--- config.mk ---
export PLATFORM = sky130hd
export DESIGN_NAME = port7_pin_mux
export DESIGN_NICKNAME = d
export VERILOG_FILES = /design/src/inc/pin_mux_pkg.sv /design/src/rtl/pin_io_cell.sv /design/src/rtl/port7_pin_mux.sv
export SDC_FILE = /design/constraint.sdc
export NUM_CORES = 1
export LEC_CHECK = 0
export BUFFER_PORTS_ARGS = -buffer_cell sky130_fd_sc_hd__clkbuf_2
export CORE_ASPECT_RATIO = 2
export CORE_MARGIN = 2
export CORE_UTILIZATION = 40
export CTS_CLUSTER_SIZE = 10
export DETAILED_ROUTE_END_ITERATION = 8
export PLACE_DENSITY = 0.66
export SLEW_MARGIN = 40
export SYNTH_ARGS = -nofsm -noshare
export SYNTH_HDL_FRONTEND = slang
export SYNTH_SLANG_ARGS = --single-unit
export TNS_END_PERCENT = 5
--- constraint.sdc ---
create_clock -name clk -period 1.5 [get_ports clk]
set_clock_uncertainty 0.15 [all_clocks]
set_input_delay 0.3 -clock clk [delete_from_list [all_inputs] [get_ports clk]]
set_output_delay 0.3 -clock clk [all_outputs]
set_load 0.01 [all_outputs]
--- src/inc/pin_mux_pkg.sv ---
// shared constants and carrier types for the port 7 line 1/2 function select
package pin_mux_pkg;

	// =========================================================
	// register indices (byte address is four times the index)
	localparam logic [9:0] IDX_DIR = 10'h3ef;
	localparam logic [9:0] IDX_PULL = 10'h3fd;
	localparam logic [9:0] IDX_SEL = 10'h3f0;
	localparam logic [9:0] IDX_STAT = 10'h3f1;
	localparam logic [9:0] IDX_DATA = 10'h3ec;
	localparam int ADDR_W_MIN = 12;

	// =========================================================
	// field positions
	localparam int BIT_LINE1 = 1;
	localparam int BIT_LINE2 = 2;
	localparam int BIT_PULL = 6;

	// =========================================================
	// reset values
	localparam logic [7:0] DIR_RST = 8'h00;
	localparam logic [7:0] PULL_RST = 8'h00;
	localparam logic [7:0] DATA_RST = 8'h00;

	// =========================================================
	// pin function codes, gray along port-in, port-out, driven uses
	typedef enum logic [2:0] {
		FN_PORT_IN = 3'h0,
		FN_PORT_OUT = 3'h1,
		FN_TIMER_OUT = 3'h3,
		FN_CLK_OUT = 3'h2,
		FN_CLK_IN = 3'h6,
		FN_MOTOR_OUT = 3'h7,
		FN_TIMER_IN = 3'h5
	} pin_fn_e;

	// selection bits gathered from the other peripherals
	typedef struct packed {
		logic i2c_mode;
		logic tb5_event;
		logic os_start6;
		logic os_start7;
		logic three_phase;
		logic serial_en;
		logic uart_async;
		logic clk_external;
		logic two_phase;
		logic ta0_gate_mode;
		logic ta1_updown_mode;
		logic ta1_pulse_mode;
	} sel_s;
	localparam sel_s SEL_RST = 12'h000;

	// =========================================================
	// bus carriers
	typedef struct packed {
		logic psel;
		logic penable;
		logic pwrite;
		logic [31:0] pwdata;
		logic [3:0] pstrb;
	} apb_req_s;

	typedef struct packed {
		logic [31:0] prdata;
		logic pready;
		logic pslverr;
	} apb_rsp_s;

	// peripheral signals toward and from the pins
	typedef struct packed {
		logic ta1_pulse;
		logic serial_clk;
		logic vphase;
		logic scl_out;
	} periph_out_s;

	typedef struct packed {
		logic ta1_updown;
		logic serial_clk;
		logic ta0_in;
		logic ta0_gate;
		logic tb5_in;
		logic rxd;
		logic scl_in;
	} periph_in_s;
	// receive data and i2c clock idle high, the rest low
	localparam periph_in_s IN_IDLE = 7'h03;

	// =========================================================
	// state carriers
	typedef struct packed {
		logic pin_o;
		logic pin_oe;
		logic pull_en;
		logic pin_q;
	} io_s;

	typedef struct packed {
		apb_rsp_s rsp;
		logic [7:0] dir;
		logic [7:0] pull;
		logic [7:0] data;
		sel_s sel;
		periph_in_s pin_in;
		pin_fn_e fn1;
		pin_fn_e fn2;
	} main_s;

endpackage

--- src/rtl/pin_io_cell.sv ---
// one registered pad stage: drive, enable, pull-up and input sample
`timescale 1ns/1ns
`default_nettype none
module pin_io_cell
	import pin_mux_pkg::*;
(
	// clock and reset
	input wire logic clk,
	input wire logic resetn,
	// requests from the select logic
	input wire logic drive_val,
	input wire logic drive_oe,
	input wire logic pull_req,
	// pad side
	input wire logic pin_i,
	output logic pin_o,
	output logic pin_oe,
	output logic pull_en,
	output logic pin_q
);

	io_s st_ff;
	io_s nxt_st;

	// pull-up is never left on while the pad drives
	always_comb begin
		nxt_st = st_ff;
		nxt_st.pin_o = drive_val;
		nxt_st.pin_oe = drive_oe;
		nxt_st.pull_en = pull_req && !drive_oe;
		nxt_st.pin_q = pin_i;
	end

	always_ff @(posedge clk or negedge resetn) begin
		if (!resetn) begin
			st_ff <= '0;
		end else begin
			st_ff <= nxt_st;
		end
	end

	assign pin_o = st_ff.pin_o;
	assign pin_oe = st_ff.pin_oe;
	assign pull_en = st_ff.pull_en;
	assign pin_q = st_ff.pin_q;
endmodule
`default_nettype wire

--- src/rtl/port7_pin_mux.sv ---
// function select for port 7 lines 1 and 2 with its apb register file
//
// Contract
// - line 2 outputs timer A1 pulse in pulse mode, not during two-phase.
// - line 2 feeds timer A1 up/down input when input and up/down mode.
// - line 2 feeds serial clock input with external clock selected.
// - line 2 drives serial clock with internal clock, direction ignored.
// - in asynchronous UART mode line 2 is plain port I/O.
// - line 2 port input gets pull-up when pull bit 6 set and pulse mode off.
// - line 1 feeds timer A0; only the gate needs mode bit 2.
// - line 1 feeds serial receive data when input without pull-up.
// - line 1 is general port; direction picks output, pull-up on input.
`timescale 1ns/1ns
`default_nettype none
module port7_pin_mux
	import pin_mux_pkg::*;
#(
	parameter int ADDR_W = 12
)(
	// clock and reset
	input wire logic clk,
	input wire logic resetn,
	// apb slave
	input wire logic [ADDR_W-1:0] paddr,
	input wire apb_req_s apb_req,
	output apb_rsp_s apb_rsp,
	// peripheral side
	input wire periph_out_s pout,
	output periph_in_s pin_route,
	// port7_line1 pad
	input wire logic port7_line1_i,
	output logic port7_line1_o,
	output logic port7_line1_oe,
	output logic port7_line1_pull,
	// port7_line2 pad
	input wire logic port7_line2_i,
	output logic port7_line2_o,
	output logic port7_line2_oe,
	output logic port7_line2_pull
);

	// =========================================================
	// elaboration check
	if (ADDR_W < ADDR_W_MIN) begin : g_bad_addr
		$error("ADDR_W too small for the register map");
	end

	// =========================================================
	// decoding helpers
	function automatic logic mapped(input logic [9:0] idx);
		return idx == IDX_DIR || idx == IDX_PULL || idx == IDX_SEL ||
			idx == IDX_STAT || idx == IDX_DATA;
	endfunction

	function automatic logic ser_on(input sel_s s);
		return s.serial_en && !s.uart_async;
	endfunction

	// line 2: motor beats pulse beats serial clock beats port
	function automatic pin_fn_e line2_fn(input sel_s s, input logic dir);
		if (s.three_phase) begin
			return FN_MOTOR_OUT;
		end
		if (s.ta1_pulse_mode && !s.two_phase) begin
			return FN_TIMER_OUT;
		end
		if (ser_on(s) && !s.clk_external) begin
			return FN_CLK_OUT;
		end
		if (ser_on(s) && !dir) begin
			return FN_CLK_IN;
		end
		return dir ? FN_PORT_OUT : FN_PORT_IN;
	endfunction

	// line 1: i2c clock unless timer B5 event is selected, then timer B5 input, then port
	function automatic pin_fn_e line1_fn(input sel_s s, input logic dir,
		input logic pull);
		if (s.i2c_mode && !s.tb5_event) begin
			return s.clk_external ? FN_CLK_IN : FN_CLK_OUT;
		end
		if (s.tb5_event && !dir && !pull && !s.clk_external) begin
			return FN_TIMER_IN;
		end
		return dir ? FN_PORT_OUT : FN_PORT_IN;
	endfunction

	// =========================================================
	// state
	main_s st_ff;
	main_s nxt_st;
	logic [1:0] drv_val;
	logic [1:0] drv_oe;
	logic [1:0] pull_req;
	logic [1:0] cell_i;
	logic [1:0] cell_o;
	logic [1:0] cell_oe;
	logic [1:0] cell_pull;
	logic [1:0] cell_q;
	logic [9:0] idx;
	pin_fn_e fn1;
	pin_fn_e fn2;
	logic in1;
	logic in2;
	logic ta0_ok;

	assign idx = paddr[11:2];
	assign cell_i = {port7_line2_i, port7_line1_i};

	// =========================================================
	// pin function and routing
	always_comb begin
		fn1 = line1_fn(st_ff.sel, st_ff.dir[BIT_LINE1], st_ff.pull[BIT_PULL]);
		fn2 = line2_fn(st_ff.sel, st_ff.dir[BIT_LINE2]);
		in1 = !st_ff.dir[BIT_LINE1];
		in2 = !st_ff.dir[BIT_LINE2];
		drv_val = 2'h0;
		drv_oe = 2'h0;
		pull_req = 2'h0;
		// line 2 drive
		case (fn2)
			FN_MOTOR_OUT: begin
				drv_val[1] = pout.vphase;
				drv_oe[1] = 1'b1;
			end
			FN_TIMER_OUT: begin
				drv_val[1] = pout.ta1_pulse;
				drv_oe[1] = 1'b1;
			end
			FN_CLK_OUT: begin
				drv_val[1] = pout.serial_clk;
				drv_oe[1] = 1'b1;
			end
			FN_PORT_OUT: begin
				drv_val[1] = st_ff.data[BIT_LINE2];
				drv_oe[1] = 1'b1;
			end
			default: begin
				drv_oe[1] = 1'b0;
			end
		endcase
		pull_req[1] = (fn2 == FN_PORT_IN || fn2 == FN_CLK_IN) &&
			st_ff.pull[BIT_PULL] && !st_ff.sel.ta1_pulse_mode;
		// line 1 drive
		case (fn1)
			FN_CLK_OUT: begin
				drv_val[0] = 1'b0;
				drv_oe[0] = !pout.scl_out;
			end
			FN_PORT_OUT: begin
				drv_val[0] = st_ff.data[BIT_LINE1];
				drv_oe[0] = 1'b1;
			end
			default: begin
				drv_oe[0] = 1'b0;
			end
		endcase
		pull_req[0] = fn1 == FN_PORT_IN && st_ff.pull[BIT_PULL];
		ta0_ok = in1 && !st_ff.sel.os_start7 && !st_ff.sel.os_start6 &&
			!st_ff.sel.tb5_event && !st_ff.sel.i2c_mode;
	end

	// =========================================================
	// apb slave and routed inputs
	always_comb begin
		nxt_st = st_ff;
		nxt_st.fn1 = fn1;
		nxt_st.fn2 = fn2;
		nxt_st.pin_in = IN_IDLE;
		if (in2 && st_ff.sel.ta1_updown_mode && !st_ff.sel.ta1_pulse_mode &&
			!st_ff.sel.three_phase) begin
			nxt_st.pin_in.ta1_updown = cell_q[1];
		end
		if (fn2 == FN_CLK_IN) begin
			nxt_st.pin_in.serial_clk = cell_q[1];
		end
		nxt_st.pin_in.ta0_in = ta0_ok && cell_q[0];
		nxt_st.pin_in.ta0_gate = ta0_ok && st_ff.sel.ta0_gate_mode && cell_q[0];
		nxt_st.pin_in.tb5_in = fn1 == FN_TIMER_IN && cell_q[0];
		if (in1 && !st_ff.pull[BIT_PULL] && !st_ff.sel.tb5_event &&
			!st_ff.sel.i2c_mode && st_ff.sel.serial_en) begin
			nxt_st.pin_in.rxd = cell_q[0];
		end
		if (fn1 == FN_CLK_IN) begin
			nxt_st.pin_in.scl_in = cell_q[0];
		end
		// setup phase prepares the answer, access phase completes it
		nxt_st.rsp.pready = 1'b0;
		if (apb_req.psel && !apb_req.penable) begin
			nxt_st.rsp.pready = 1'b1;
			nxt_st.rsp.pslverr = !mapped(idx);
			case (idx)
				IDX_DIR: nxt_st.rsp.prdata = {24'h0, st_ff.dir};
				IDX_PULL: nxt_st.rsp.prdata = {24'h0, st_ff.pull};
				IDX_SEL: nxt_st.rsp.prdata = {20'h0, st_ff.sel};
				IDX_STAT: nxt_st.rsp.prdata = {24'h0, cell_q, st_ff.fn1, st_ff.fn2};
				IDX_DATA: nxt_st.rsp.prdata = {24'h0, st_ff.data[7:3], cell_q,
					st_ff.data[0]};
				default: nxt_st.rsp.prdata = 32'h0;
			endcase
		end
		// writes land only at the completing edge, low byte lane
		if (apb_req.psel && apb_req.penable && st_ff.rsp.pready &&
			apb_req.pwrite && apb_req.pstrb[0]) begin
			case (idx)
				IDX_DIR: nxt_st.dir = apb_req.pwdata[7:0];
				IDX_PULL: nxt_st.pull = apb_req.pwdata[7:0];
				IDX_DATA: nxt_st.data = apb_req.pwdata[7:0];
				default: begin
					// status is read-only; select needs byte 1 as well
				end
			endcase
			if (idx == IDX_SEL && apb_req.pstrb[1]) begin
				nxt_st.sel = apb_req.pwdata[11:0];
			end
		end
	end

	always_ff @(posedge clk or negedge resetn) begin
		if (!resetn) begin
			st_ff.rsp <= '0;
			st_ff.dir <= DIR_RST;
			st_ff.pull <= PULL_RST;
			st_ff.data <= DATA_RST;
			st_ff.sel <= SEL_RST;
			st_ff.pin_in <= IN_IDLE;
			st_ff.fn1 <= FN_PORT_IN;
			st_ff.fn2 <= FN_PORT_IN;
		end else begin
			st_ff <= nxt_st;
		end
	end

	// =========================================================
	// pad stages
	for (genvar g = 0; g < 2; g++) begin : g_cell
		pin_io_cell u_cell (
			.clk(clk),
			.resetn(resetn),
			.drive_val(drv_val[g]),
			.drive_oe(drv_oe[g]),
			.pull_req(pull_req[g]),
			.pin_i(cell_i[g]),
			.pin_o(cell_o[g]),
			.pin_oe(cell_oe[g]),
			.pull_en(cell_pull[g]),
			.pin_q(cell_q[g])
		);
	end

	assign apb_rsp = st_ff.rsp;
	assign pin_route = st_ff.pin_in;
	assign port7_line1_o = cell_o[0];
	assign port7_line1_oe = cell_oe[0];
	assign port7_line1_pull = cell_pull[0];
	assign port7_line2_o = cell_o[1];
	assign port7_line2_oe = cell_oe[1];
	assign port7_line2_pull = cell_pull[1];

	sel_s s;
	assign s = st_ff.sel;
endmodule
`default_nettype wire

Word level (Yosys, flattened, before mapping)

Index checks and enable logic that the tools add are counted.

Register bits after elaboration: 71
RAM bits: 0
Output and inout bits: 47
Memories kept: 0
Bits in latches: 0
Memory bits (read-only): 0
Bits of input ports: 59
Word-level logic and storage cells: 150

$add $sub $neg: 0
Reduce and logical (&&, ||, !) cells: 63
Eq/ne operators: 14
Divide/modulo/power cells: 0
Shift-type cells: 0
Mux-type cells: 38
$mul: 0
$lt $le $gt $ge: 0
Bitwise operators: 0

Operators with widths:

| kind                   | number |
|---|---|
| $pmux W12 S5           | 1 |
| $eq A10 B10 Y1 const B | 5 |
| $mux W3                | 13 |
| $logic_and A1 B1 Y1    | 34 |
| $mux W1                | 21 |
| $logic_not A1 Y1       | 17 |
| $eq A3 B3 Y1 const B   | 4 |
| $eq A3 B2 Y1 const B   | 3 |
| $reduce_and A2 Y1      | 4 |
| $eq A3 B1 Y1 const B   | 2 |
| $logic_not A3 Y1       | 2 |
| $logic_or A1 B1 Y1     | 5 |
| $pmux W1 S4            | 1 |
| $reduce_or A4 Y1       | 1 |
| $mux W2                | 1 |
| $pmux W1 S2            | 1 |

Longest topological paths before layout

Gate-level depths: netlist of run 1.

Word-level depth: 18
Mapped depth: 5
Mapped depth without buffers: 5

Modules after synthesis

Synthesis of run 1 repeated with hierarchy kept, for this count alone.

Cell total of the unflattened synthesis: 297
Area total of the unflattened synthesis: 3,497.1 µm²

Modules (own cells, without submodules):

| module        | sequential area each (µm²) | cells each | area each (µm²) | times used |
|---|---|---|---|---|
| port7_pin_mux | 1,579.0                    | 287        | 3,269.4         | 1 |
| pin_io_cell   | 100.1                      | 5          | 113.9           | 2 |

Worst setup path before layout of run 1

OpenSTA, ideal clock, no wires.

Kind: in2reg
Start point: input paddr[3]
End point: register st_ff, in the netlist s[10]
Data arrival time: 1.443 ns
Cell stages on the path: 5
Buffers on the path: 1
Setup time: 0.127 ns
Slack: -0.220 ns
Data required time: 1.223 ns
Cell sequence: nand4b_4 > nor4b_4 > and3_2 > buf_6 > mux2_1

Longest elaborated chain between the ends: 3

RTL lines:

| element                     | RTL line             | source |
|---|---|---|
| start: declaration          | port7_pin_mux.sv:24  | `input wire logic [ADDR_W-1:0] paddr,` |
| $eq A10 B10 Y1              | port7_pin_mux.sv:213 | `if (idx == IDX_SEL && apb_req.pstrb[1]) begin` |
| $logic_and A1 B1 Y1         | port7_pin_mux.sv:213 |  |
| $reduce_and A2 Y1 (no line) | --                   |  |
| end signal: assignment      | port7_pin_mux.sv:230 | `st_ff <= nxt_st;` |
| end: declaration            | port7_pin_mux.sv:90  | `main_s st_ff;` |

Every way passes these cells.
A chain may end at the register's enable or synchronous reset.

Worst setup path in the final report of run 1

Start point: register st_ff, in the netlist apb_rsp[1]
End point: register st_ff[40] in the netlist's numbering

Longest elaborated chain between the ends: 4

RTL lines:

| element                           | RTL line             | source |
|---|---|---|
| $logic_and A1 B1 Y1 (2 in series) | port7_pin_mux.sv:203 | `if (apb_req.psel && apb_req.penable && st_ff.rsp.pready &&` |
| $logic_and A1 B1 Y1               | port7_pin_mux.sv:204 | `apb_req.pwrite && apb_req.pstrb[0]) begin` |
| $reduce_and A2 Y1 (no line)       | --                   |  |

Every way passes these cells.

==> out/metrics.yaml, run 1 <==
outcome:
  outcome: "finished with violations"
  violations: "negative setup slack"
critical_path:
  regToRegSetupSlack_ps: -70
  cp-start-kind: "register"
  critical_path.max_fanout: 8
  crit_required_ps: 1560
  crit_type: "reg2reg"
  cp.arrival_ps: 1630
  endpoint_kind: "register"
clock_network:
  cts_tree: "built"
  cts_sinks: 71
  clockBufferDepth: 2
  clkLatencyLatePin_ps: 330
  clockRootBuffer: "clkbuf_16"
  path_clk_slew_ps: 50
  htree_levels: 3
  cts_inserted_buffers: 9
power:
  p_comb_share_pct: 7.5
  ir_drop_uv: 661
  power_frac_seq_pct: 45.6
  swShare_pct: 22.1
  power_leakage_nw: 2.18
  clkPwrFrac_pct: 46.9
  power.total_mw: 4.33
  p_per_area_nw_per_um2: 1020
  p_int_mw: 3.37
  p_sw_uw: 956
layout:
  antennaDiodeCount: 0
  drive_gt1_share_pct: 43.0
  syn2layout_area_growth_pct: 24.6
  nets: 424
sta:
  finalWorstSetupSlack_ps: -71.3
  finalCriticalPeriod_ps: 1570
  rsz0062_at_grt: "yes"
  slew_viol_final: 0
  finalSetupViolCount: 28
  hold_viol: 0
  period_share_pct: 105
  max_freq_mhz: 636
synth:
  synthTopCellsByArea: "dfrtp_1 (51%), buf_4 (9.3%), mux2_2 (8.3%), a22o_1 (4.1%), mux2_1 (3.7%)"
  ys_ff_latch: 71
  synth.avg_cell_area_um2: 11.7
  synth_ff_type: "dfrtp_1"
  synth_warnings: 0
  yosysSeqAreaShare_pct: 52.5
  syn_area_um2: 3390
  synth_top_cell_by_area: "dfrtp_1"
  synth_cell_types: 45
  ys_async_sr_fraction_pct: 100
  synth_edf_count: 0
  syn_inst: 290
  synth.top_cell.area_share_pct: 50.9
placed_design:
  io_buffers: 61
  dp_hpwl_um: 5540
  place_congestion: 0.862
  dp_slack_ps: -377
floorplanning:
  start_util_pct: 41.2
  row_count: 47
  die_x_um: 69.1
  coreArea_um2: 8230
  die_area_um2: 9280
  die_h_um: 134
  num_io_pins: 106
global_route:
  grt_pass1_wl_um: 13100
  grt.total_usage_pct: 18.2
  gr-total-overflow: 0
  antenna_found_initial: 0
  grt_max_degree: 72
  grt_pass1_vias: 2584
drt:
  num_vias: 2386
  wl_per_cell_um: 16.6
  drc: 0
  drt_iter0_markers: 105
  ant_nets: 0
  routed_wirelength_um: 7760
  viasPerCell: 5.10
  firstDrtPassIters: 4
run:
  maxCapViolCount: 0
worst_hold_path:
  hp-class: "in2reg"
## layout make-up
type	instances	area, µm²
repair buffers	93	589
flip-flops and latches	71	1780
clock inverters	3	15.0
fillers	748	4010
multi-input cells	186	1430
well taps	98	123
inverters	4	15.0
clock buffers	13	280
## timing repair
item,CTS,global route
resized for setup,20,8
hold endpoints to repair,71,0
hold buffers,3,0
pin swaps,4,1
setup buffers,0,0
endpoints found under the setup margin,36,38
cloned,1,0
## synthesized netlist by cell type, drive strengths merged, types with 2 or more instances
library cell,count
mux2,36
a22o,16
o21ai,4
clkbuf,4
nor3,5
nor4b,2
dfstp,2
a31oi,2
dfrtp,69
inv,4
nand4b,2
nand2,20
a22oi,7
and2,3
nor2b,4
nor2,17
nand3,10
nand2b,2
and3,6
buf,45
a21oi,15
## path summary, 6_finish.rpt
check,startpoint,endpoint,cells after the start
setup / recovery,apb_rsp[1]$_DFF_PN0_,st_ff[40]$_DFFE_PN0P_,5
hold / removal,apb_req[15],s[11]$_DFFE_PN0P_,2
max in group asynchronous,resetn,apb_rsp[6]$_DFFE_PN0P_,3
min in group asynchronous,resetn,g_cell[0].u_cell.pin_oe$_DFF_PN0_,3
hold reg to reg,apb_rsp[10]$_DFFE_PN0P_,apb_rsp[10]$_DFFE_PN0P_,2
setup reg to reg,apb_rsp[1]$_DFF_PN0_,st_ff[40]$_DFFE_PN0P_,5
## registers in the layout (all words and copies together), names as in the netlist
register               cells
st_ff                     30
apb_rsp                   14
s                         12
pin_route                  7
g_cell.u_cell.pin_o        2
g_cell.u_cell.pin_oe       2
g_cell.u_cell.pin_q        2
g_cell.u_cell.pull_en      2
## critical path, cell delays in order, from the launching register on
cell and delay, ps:
dfrtp_1 360, nand3_2 90, nor2_4 100, nor4b_4 230, buf_6 210, mux2_4 310
## cell usage in the layout (no fill, tap or decap), types with 3 or more instances in the layout
cell type,n
dfrtp_1,69
clkbuf_2,60
buf_4,24
nand2_1,20
conb_1,20
mux2_4,19
a22o_1,16
nor2_1,15
a21oi_1,15
mux2_2,15
clkbuf_16,9
nand3_1,7
a22oi_1,6
and3_1,5
nor2b_1,4
o21ai_0,4
clkbuf_8,4
inv_1,3
and2_1,3
nor3_2,3
clkinv_2,3
dlygate4sd3_1,3
buf_6,3
## per-layer routing
layer | share of wire [%] | track usage [%] | vias up
li1 | - | - | 1120
met1 | 36 | 19.7 | 1164
met2 | 57 | 33.0 | 83
met3 | 4.5 | 4.13 | 19
met4 | 2.7 | 8.93 | 0
met5 | 0 | 0 | -
## per-stage QoR
step                      area (µm²)  TNS, ps  instances  hold WS [ps]  utilization, %
after detailed placement        3790   -11890        448           199            46.0
after global placement          3790   -10150        448           191            46.0
after floorplan                 3470    -3620        309          -146               -
after CTS                       4200    -2050        468          41.4            51.0
final                           4230    -1020        468          61.7            51.4
after global routing            4230    -3060        468          61.0            51.4
## cells by family (layout without fill, tap and decap cells)
kind of cell	after synthesis	count (layout)	synth area share (%)
multiplexers	36	36	12.0
XOR/XNOR	1	1	0.258
other	1	20	0.111
AO/OA/AOI/OAI	49	49	10.1
AND/OR/NAND/NOR	79	80	14.3
flip-flops	71	71	52.5
buffers and inverters	53	113	10.8
## power by group through the flow
stage | clock (mW) | sequential [mW] | combinational [mW]
floorplan | 0 | 2.00 | 0.202
global placement | 0 | 2.01 | 0.309
detailed placement | 0 | 2.01 | 0.316
CTS | 2.07 | 1.97 | 0.329
global route | 2.16 | 1.98 | 0.363
finish | 2.03 | 1.97 | 0.324
Power figures use the tool's default switching activity.
==> inputs of run 2 (changes only) <==
CTS_BUF_LIST = sky130_fd_sc_hd__clkbuf_2   (was default)
REMOVE_ABC_BUFFERS = 1   (was default)
==> run 2 against run 1 <==
- the flow still finishes with violations (negative setup slack)
- routed wire length is 1.3% higher
- sequential power hardly changed
- clock-buffer cell count is 4 lower
- sequential cell count stayed put
- critical path type unchanged
- largest power group is now registers
==> out/metrics.yaml, run 2 (synthesis gave the netlist of run 1 again) <==
outcome:
  outcome: "finished with violations"
  violations: "negative setup slack"
run:
  maxCapViolCount: 0  # unchanged
sta:
  period_share_pct: 109  # +3.8 points
  rsz0062_at_grt: "yes"
  slew_viol_final: 0  # unchanged
  max_freq_mhz: 614  # -3.5%
  hold_viol: 0  # unchanged
  finalSetupViolCount: 39  # +39%
  timing.slew.headroom_pct: 65.1
  hold_ws_ps: 141  # +79.6 ps
  worst_pin_slew_ps: 522
  finalCriticalPeriod_ps: 1630  # +57.5 ps
  finalWorstSetupSlack_ps: -129  # -57.5 ps
clock_network:
  cts_inserted_buffers: 9  # unchanged
  cts_tree: "built"
  path_clk_slew_ps: 190  # +140 ps
  clockRootBuffer: "clkbuf_2"
  htree_levels: 3  # unchanged
  clkLatencyLatePin_ps: 500  # +170 ps
  clockBufferDepth: 2  # unchanged
  cts_sinks: 71  # unchanged
critical_path:
  crit_slowest_cell: "dfrtp_1"
  critPathTopFamily: "simple AND/OR/NAND/NOR gates"
  crit_type: "reg2reg"
  endpoint_kind: "register"
  regToRegEndpoint: "st_ff[33]$_DFFE_PN0P_"
  critical_path.max_fanout: 8  # unchanged
  cp-startpoint: "apb_rsp[1]$_DFF_PN0_"
  worstPathCellList: "nand3_2 > nor2_4 > nor4b_4 > buf_12 > mux2_4"
  cp-start-kind: "register"
  crit_required_ps: 1750  # +190 ps
  cp.depth: 5  # unchanged
  r2r_cells: 5  # unchanged
  endpoint: "st_ff[33]$_DFFE_PN0P_"
  regToRegSetupSlack_ps: -130  # -60 ps
  timing.rr.start: "apb_rsp[1]$_DFF_PN0_"
  critPathMaxStageDelay_ps: 400  # +40 ps
  crit_buf_inv: 1  # unchanged
  cp.arrival_ps: 1870  # +240 ps
power:
  ir_drop_uv: 631  # -4.5%
  power_frac_seq_pct: 53.4  # +7.8 points
  p_comb_share_pct: 9.9  # +2.4 points
  p_per_area_nw_per_um2: 865  # -15%
  clkPwrFrac_pct: 36.7  # -10 points
  power_leakage_nw: 2.20  # +0.91%
  p_sw_uw: 881  # -7.9%
  swShare_pct: 23.8  # +1.7 points
  power.total_mw: 3.70  # -15%
  p_int_mw: 2.82  # -16%
drt:
  dr.max_layer_used: "met4"
  met2_length_um: 4410  # +0.11%
  drc: 0  # unchanged
  routed_wirelength_um: 7860  # +1.3%
  met1_length_um: 2850  # +2.2%
  ant_nets: 0  # unchanged
  drt_iter0_markers: 147  # +40%
  viasPerCell: 5.18  # +1.6%
  firstDrtPassIters: 4  # unchanged
  wl_per_cell_um: 16.2  # -2.3%
  met3WireLength_um: 336  # -4.0%
  num_vias: 2513  # +5.3%
layout:
  largest_reg_flops: 30  # unchanged
  drive_gt1_share_pct: 39.9  # -3.1 points
  finish.utilization_pct: 51.9  # +0.58 points
  final_area_um2: 4280  # +1.1%
  nets: 440  # +3.8%
  syn2layout_area_growth_pct: 26.0
  layout_common_cells: "dfrtp_1 (69), clkbuf_2 (66), buf_4 (24), nand2_1 (20), conb_1 (20)"
  final_common_cell: "dfrtp_1"
  top_register: "st_ff"
global_route:
  gr-total-overflow: 0  # unchanged
  grt_max_degree: 72  # unchanged
  grt_pass1_wl_um: 12700  # -3.2%
  grt_pass1_vias: 2556  # -1.1%
  grt.total_usage_pct: 17.6  # -0.59 points
  antenna_found_initial: 1  # +1
placed_design:
  dp_hpwl_um: 5800  # +4.7%
  place_area_um2: 3830  # +1.1%
  io_buffers: 61  # unchanged
  place_congestion: 0.846  # -1.8%
  dp_slack_ps: -355  # +21.9 ps
worst_hold_path:
  hp-class: "in2async"
floorplanning:
  start_util_pct: 41.2  # unchanged
  die_area_um2: 9280  # unchanged
  die_h_um: 134  # unchanged
  row_count: 47  # unchanged
  coreArea_um2: 8230  # unchanged
  die_x_um: 69.1  # unchanged
  num_io_pins: 106  # unchanged
[run 2: final cells by class]
| type | count | area (µm²) |
|---|---|---|
| multi-input cells | 185 | 1400 |
| clock buffers | 9 | 45.0 |
| inverters | 4 | 15.0 |
| well taps | 98 | 123 |
| fillers | 757 | 3960 |
| flip-flops and latches | 71 | 1780 |
| repair buffers | 110 | 800 |
| clock inverters | 7 | 111 |
| diodes | 1 | 2.50 |
[run 2: power by group through the flow]
stage	Combinational (mW)	Clock [mW]	Sequential [mW]
after floorplan	0.0987	0	2.02
after global placement	0.322	0	2.01
after detailed placement	0.328	0	2.01
after CTS	0.371	1.39	1.98
after global routing	0.401	1.47	1.98
final	0.365	1.36	1.98
[run 2: worst reg2reg max path, cell delays in order, from the launching register on]
cell     delay (ps)
dfrtp_1         400
nand3_2         100
nor2_4          120
nor4b_4         260
buf_12          190
mux2_4          310
[run 2: timing repair]
item                                    CTS  global route
endpoints found under the setup margin   61            65
pin swaps                                 4             2
cloned                                    0             0
hold buffers                             19             0
resized for setup                        17            11
endpoints found under the hold margin   111             0
buffers inserted                          0             0
[run 2: layer usage]
layer	global-route usage (%)	vias to the layer above
met5	0	-
met4	10.3	0
met3	2.55	20
met2	33.1	86
met1	18.1	1243
li1	-	1164
[run 2: worst min-delay path by stage]
stage,start,endpoint,slack (ps),depth (start not counted)
floorplan,resetn,apb_rsp[0]$_DFFE_PN0P_,-150,0
finish,resetn,g_cell[0].u_cell.pin_q$_DFF_PN0_,140,3
global route,resetn,g_cell[0].u_cell.pin_q$_DFF_PN0_,160,3
CTS,resetn,g_cell[0].u_cell.pull_en$_DFF_PN0_,150,3
detailed placement,resetn,st_ff[38]$_DFFE_PN0P_,200,2
global placement,resetn,st_ff[37]$_DFFE_PN0P_,190,2
[run 2: per-stage QoR]
| step | std cells | TNS [ps] |
|---|---|---|
| floorplan | 260 | -12950 |
| global placement | 449 | -10460 |
| detailed placement | 449 | -11120 |
| CTS | 484 | -3350 |
| global route | 485 | -5380 |
| finish | 485 | -1870 |
==> inputs of run 3 (changes only) <==
CORE_UTILIZATION = 53   (was 40)
PLACE_DENSITY = 0.81   (was 0.66)
SETUP_SLACK_MARGIN = 0.2   (was default)
clock period = 1.7 ns   (was 1.5 ns; I/O delays follow)
==> run 3 against run 2 <==
- the flow now finishes without violations
- via count rose by 2.1%
- clock power fell by 24%
- worst hold slack got worse by 95 ps
- power fell by 16%
- combinational power decreased by 12%
- cell count shrank 3.1%
- critical path depth fell by 4
- sequential share of layout area decreased by 0.58 points
- largest power group unchanged
- highest routed layer unchanged
==> out/metrics.yaml, run 3 (synthesis gave the netlist of run 1 again) <==
drt:
  drt_iter0_markers: 128  # -13%
  wl_per_cell_um: 17.4  # +7.4%
  num_vias: 2565  # +2.1%
  ant_nets: 0  # unchanged
  drc: 0  # unchanged
  viasPerCell: 5.46  # +5.3%
  routed_wirelength_um: 8180  # +4.0%
  firstDrtPassIters: 4  # unchanged
sta:
  rsz0062_at_grt: "yes"
  finalWorstSetupSlack_ps: 28.2  # +157 ps
  hold_viol: 0  # unchanged
  hold_ws_ps: 45.9  # -95.4 ps
  finalCriticalPeriod_ps: 1670
  finalSetupViolCount: 0  # -100%
  period_share_pct: 98.3
  max_freq_mhz: 598
  setup-tns-final_ps: 0  # +1870 ps
  slew_viol_final: 0  # unchanged
floorplanning:
  coreArea_um2: 6260  # -24%
  die_x_um: 60.6  # -12%
  die_h_um: 117  # -13%
  die_area_um2: 7090  # -24%
  num_io_pins: 106  # unchanged
  row_count: 41  # -13%
  start_util_pct: 54.2  # +13 points
power:
  p_comb_share_pct: 10.4  # +0.5 points
  ir_drop_uv: 838  # +33%
  swShare_pct: 24.2  # +0.37 points
  p_per_area_nw_per_um2: 715  # -17%
  p_int_mw: 2.35  # -17%
  power_leakage_nw: 2.25  # +2.1%
  clkPwrFrac_pct: 33.4  # -3.3 points
  p_sw_uw: 750  # -15%
  power_frac_seq_pct: 56.2  # +2.8 points
clock_network:
  cts_sinks: 71  # unchanged
  cts_setup_buffers: 0  # unchanged
  cts_inserted_buffers: 9  # unchanged
  htree_levels: 3  # unchanged
  path_clk_slew_ps: 190  # about the same
  clockRootBuffer: "clkbuf_2"
  clkLatencyLatePin_ps: 510  # about the same
  cts_tree: "built"
  clockBufferDepth: 2  # unchanged
layout:
  top_register: "st_ff"
  nets: 437  # -0.68%
  syn2layout_area_growth_pct: 27.9
  layout_common_cells: "dfrtp_1 (68), clkbuf_2 (44), mux2_4 (36), buf_2 (23)"
  largest_reg_flops: 30  # unchanged
  final_common_cell: "dfrtp_1"
  final_cells: 470  # -3.1%
  finish.utilization_pct: 69.3  # +17 points
  drive_gt1_share_pct: 41.5  # +1.6 points
critical_path:
  critical_path.max_fanout: 1  # -7
  cp-start-kind: "register"
  endpoint_kind: "primary output"
  cp.arrival_ps: 1180  # -690 ps
  critPathMaxStageDelay_ps: 570  # +170 ps
  worstPathCellList: "buf_6"
  crit_slowest_cell: "dfstp_2"
  crit_buf_inv: 1  # unchanged
  crit_required_ps: 1210  # -540 ps
  crit_type: "reg2out"
  critPathTopFamily: "flip-flops"
global_route:
  grt.total_usage_pct: 24.7  # +7.0 points
  grt_pass1_vias: 2529  # -1.1%
  antenna_found_initial: 1  # unchanged
  gr-total-overflow: 0  # unchanged
  grt_max_degree: 58  # -19%
  grt_pass1_wl_um: 12600  # -0.38%
run:
  maxCapViolCount: 0  # unchanged
worst_hold_path:
  hp-class: "in2reg"
placed_design:
  place_inst: 435  # -3.1%
  dp_slack_ps: -218  # +137 ps
  dp_hpwl_um: 5590  # -3.5%
  place_congestion: 0.872  # +3.0%
  io_buffers: 61  # unchanged
outcome:
  outcome: "complete, no violations"
==> run 3: changes by cell type in the layout (fill, tap and decap cells not counted), moves of 2 or more <==
cell and delta:
mux2_1 -6, buf_2 +21, nand3_1 -2, mux2_2 -15, mux2_4 +21, clkbuf_2 -22
buf_6 +4, buf_4 -4
==> run 3: worst paths after layout <==
kind	from	end	slack [ps]	depth (start not counted)
worst max-delay path	pin_route[0]$_DFF_PN1_	pin_route[0]	30	1
worst min-delay path	pout[2]	g_cell[1].u_cell.pin_o$_DFF_PN0_	50	4
worst max register to register	apb_rsp[1]$_DFF_PN0_	st_ff[40]$_DFFE_PN0P_	80	5
worst min register to register	apb_rsp[10]$_DFFE_PN0P_	apb_rsp[10]$_DFFE_PN0P_	340	2
max in group asynchronous	resetn	st_ff[32]$_DFFE_PN0P_	680	3
min in group asynchronous	resetn	g_cell[0].u_cell.pin_q$_DFF_PN0_	90	2
==> run 3: power groups by stage <==
stage / Clock [mW] / Sequential, mW / Combinational (mW)
2_1_floorplan: 0 / 1.78 / 0.0871
3_3_place_gp: 0 / 1.77 / 0.277
3_5_place_dp: 0 / 1.77 / 0.282
4_1_cts: 1.05 / 1.74 / 0.321
6_report: 1.04 / 1.74 / 0.322
5_1_grt: 1.12 / 1.75 / 0.355
==> run 3: through the flow <==
stage | power, mW | area [µm²]
after floorplan | 1.87 | 3110
after detailed placement | 2.06 | 3800
after global routing | 3.22 | 4340
final | 3.10 | 4340
after global placement | 2.05 | 3800
after CTS | 3.12 | 4280
==> run 3: area by class of cell <==
| cell class | count | area (µm²) |
|---|---|---|
| Multi-Input combinational cell | 185 | 1500 |
| Clock buffer | 11 | 55.1 |
| Antenna cell | 1 | 2.50 |
| Tap cell | 86 | 108 |
| Fill cell | 468 | 1920 |
| Inverter | 4 | 15.0 |
| Sequential cell | 71 | 1780 |
| Timing Repair Buffer | 107 | 810 |
| Clock inverter | 5 | 72.6 |
==> run 3: timing repair <==
| action | CTS | global route |
|---|---|---|
| setup endpoints to repair | 62 | 65 |
| gates resized for setup | 45 | 39 |
| gates cloned | 0 | 0 |
| hold buffers | 18 | 0 |
| pin swaps | 4 | 6 |
| hold endpoints to repair | 109 | 0 |
==> run 3: per-layer routing <==
metal / share of wire [%] / track usage (%) / up-vias
met3: 5.6 / 4.07 / 29
li1: - / - / 1151
met2: 56 / 42.3 / 125
met4: 3.9 / 14.2 / 0
met5: 0 / 0 / -
met1: 35 / 28.0 / 1260
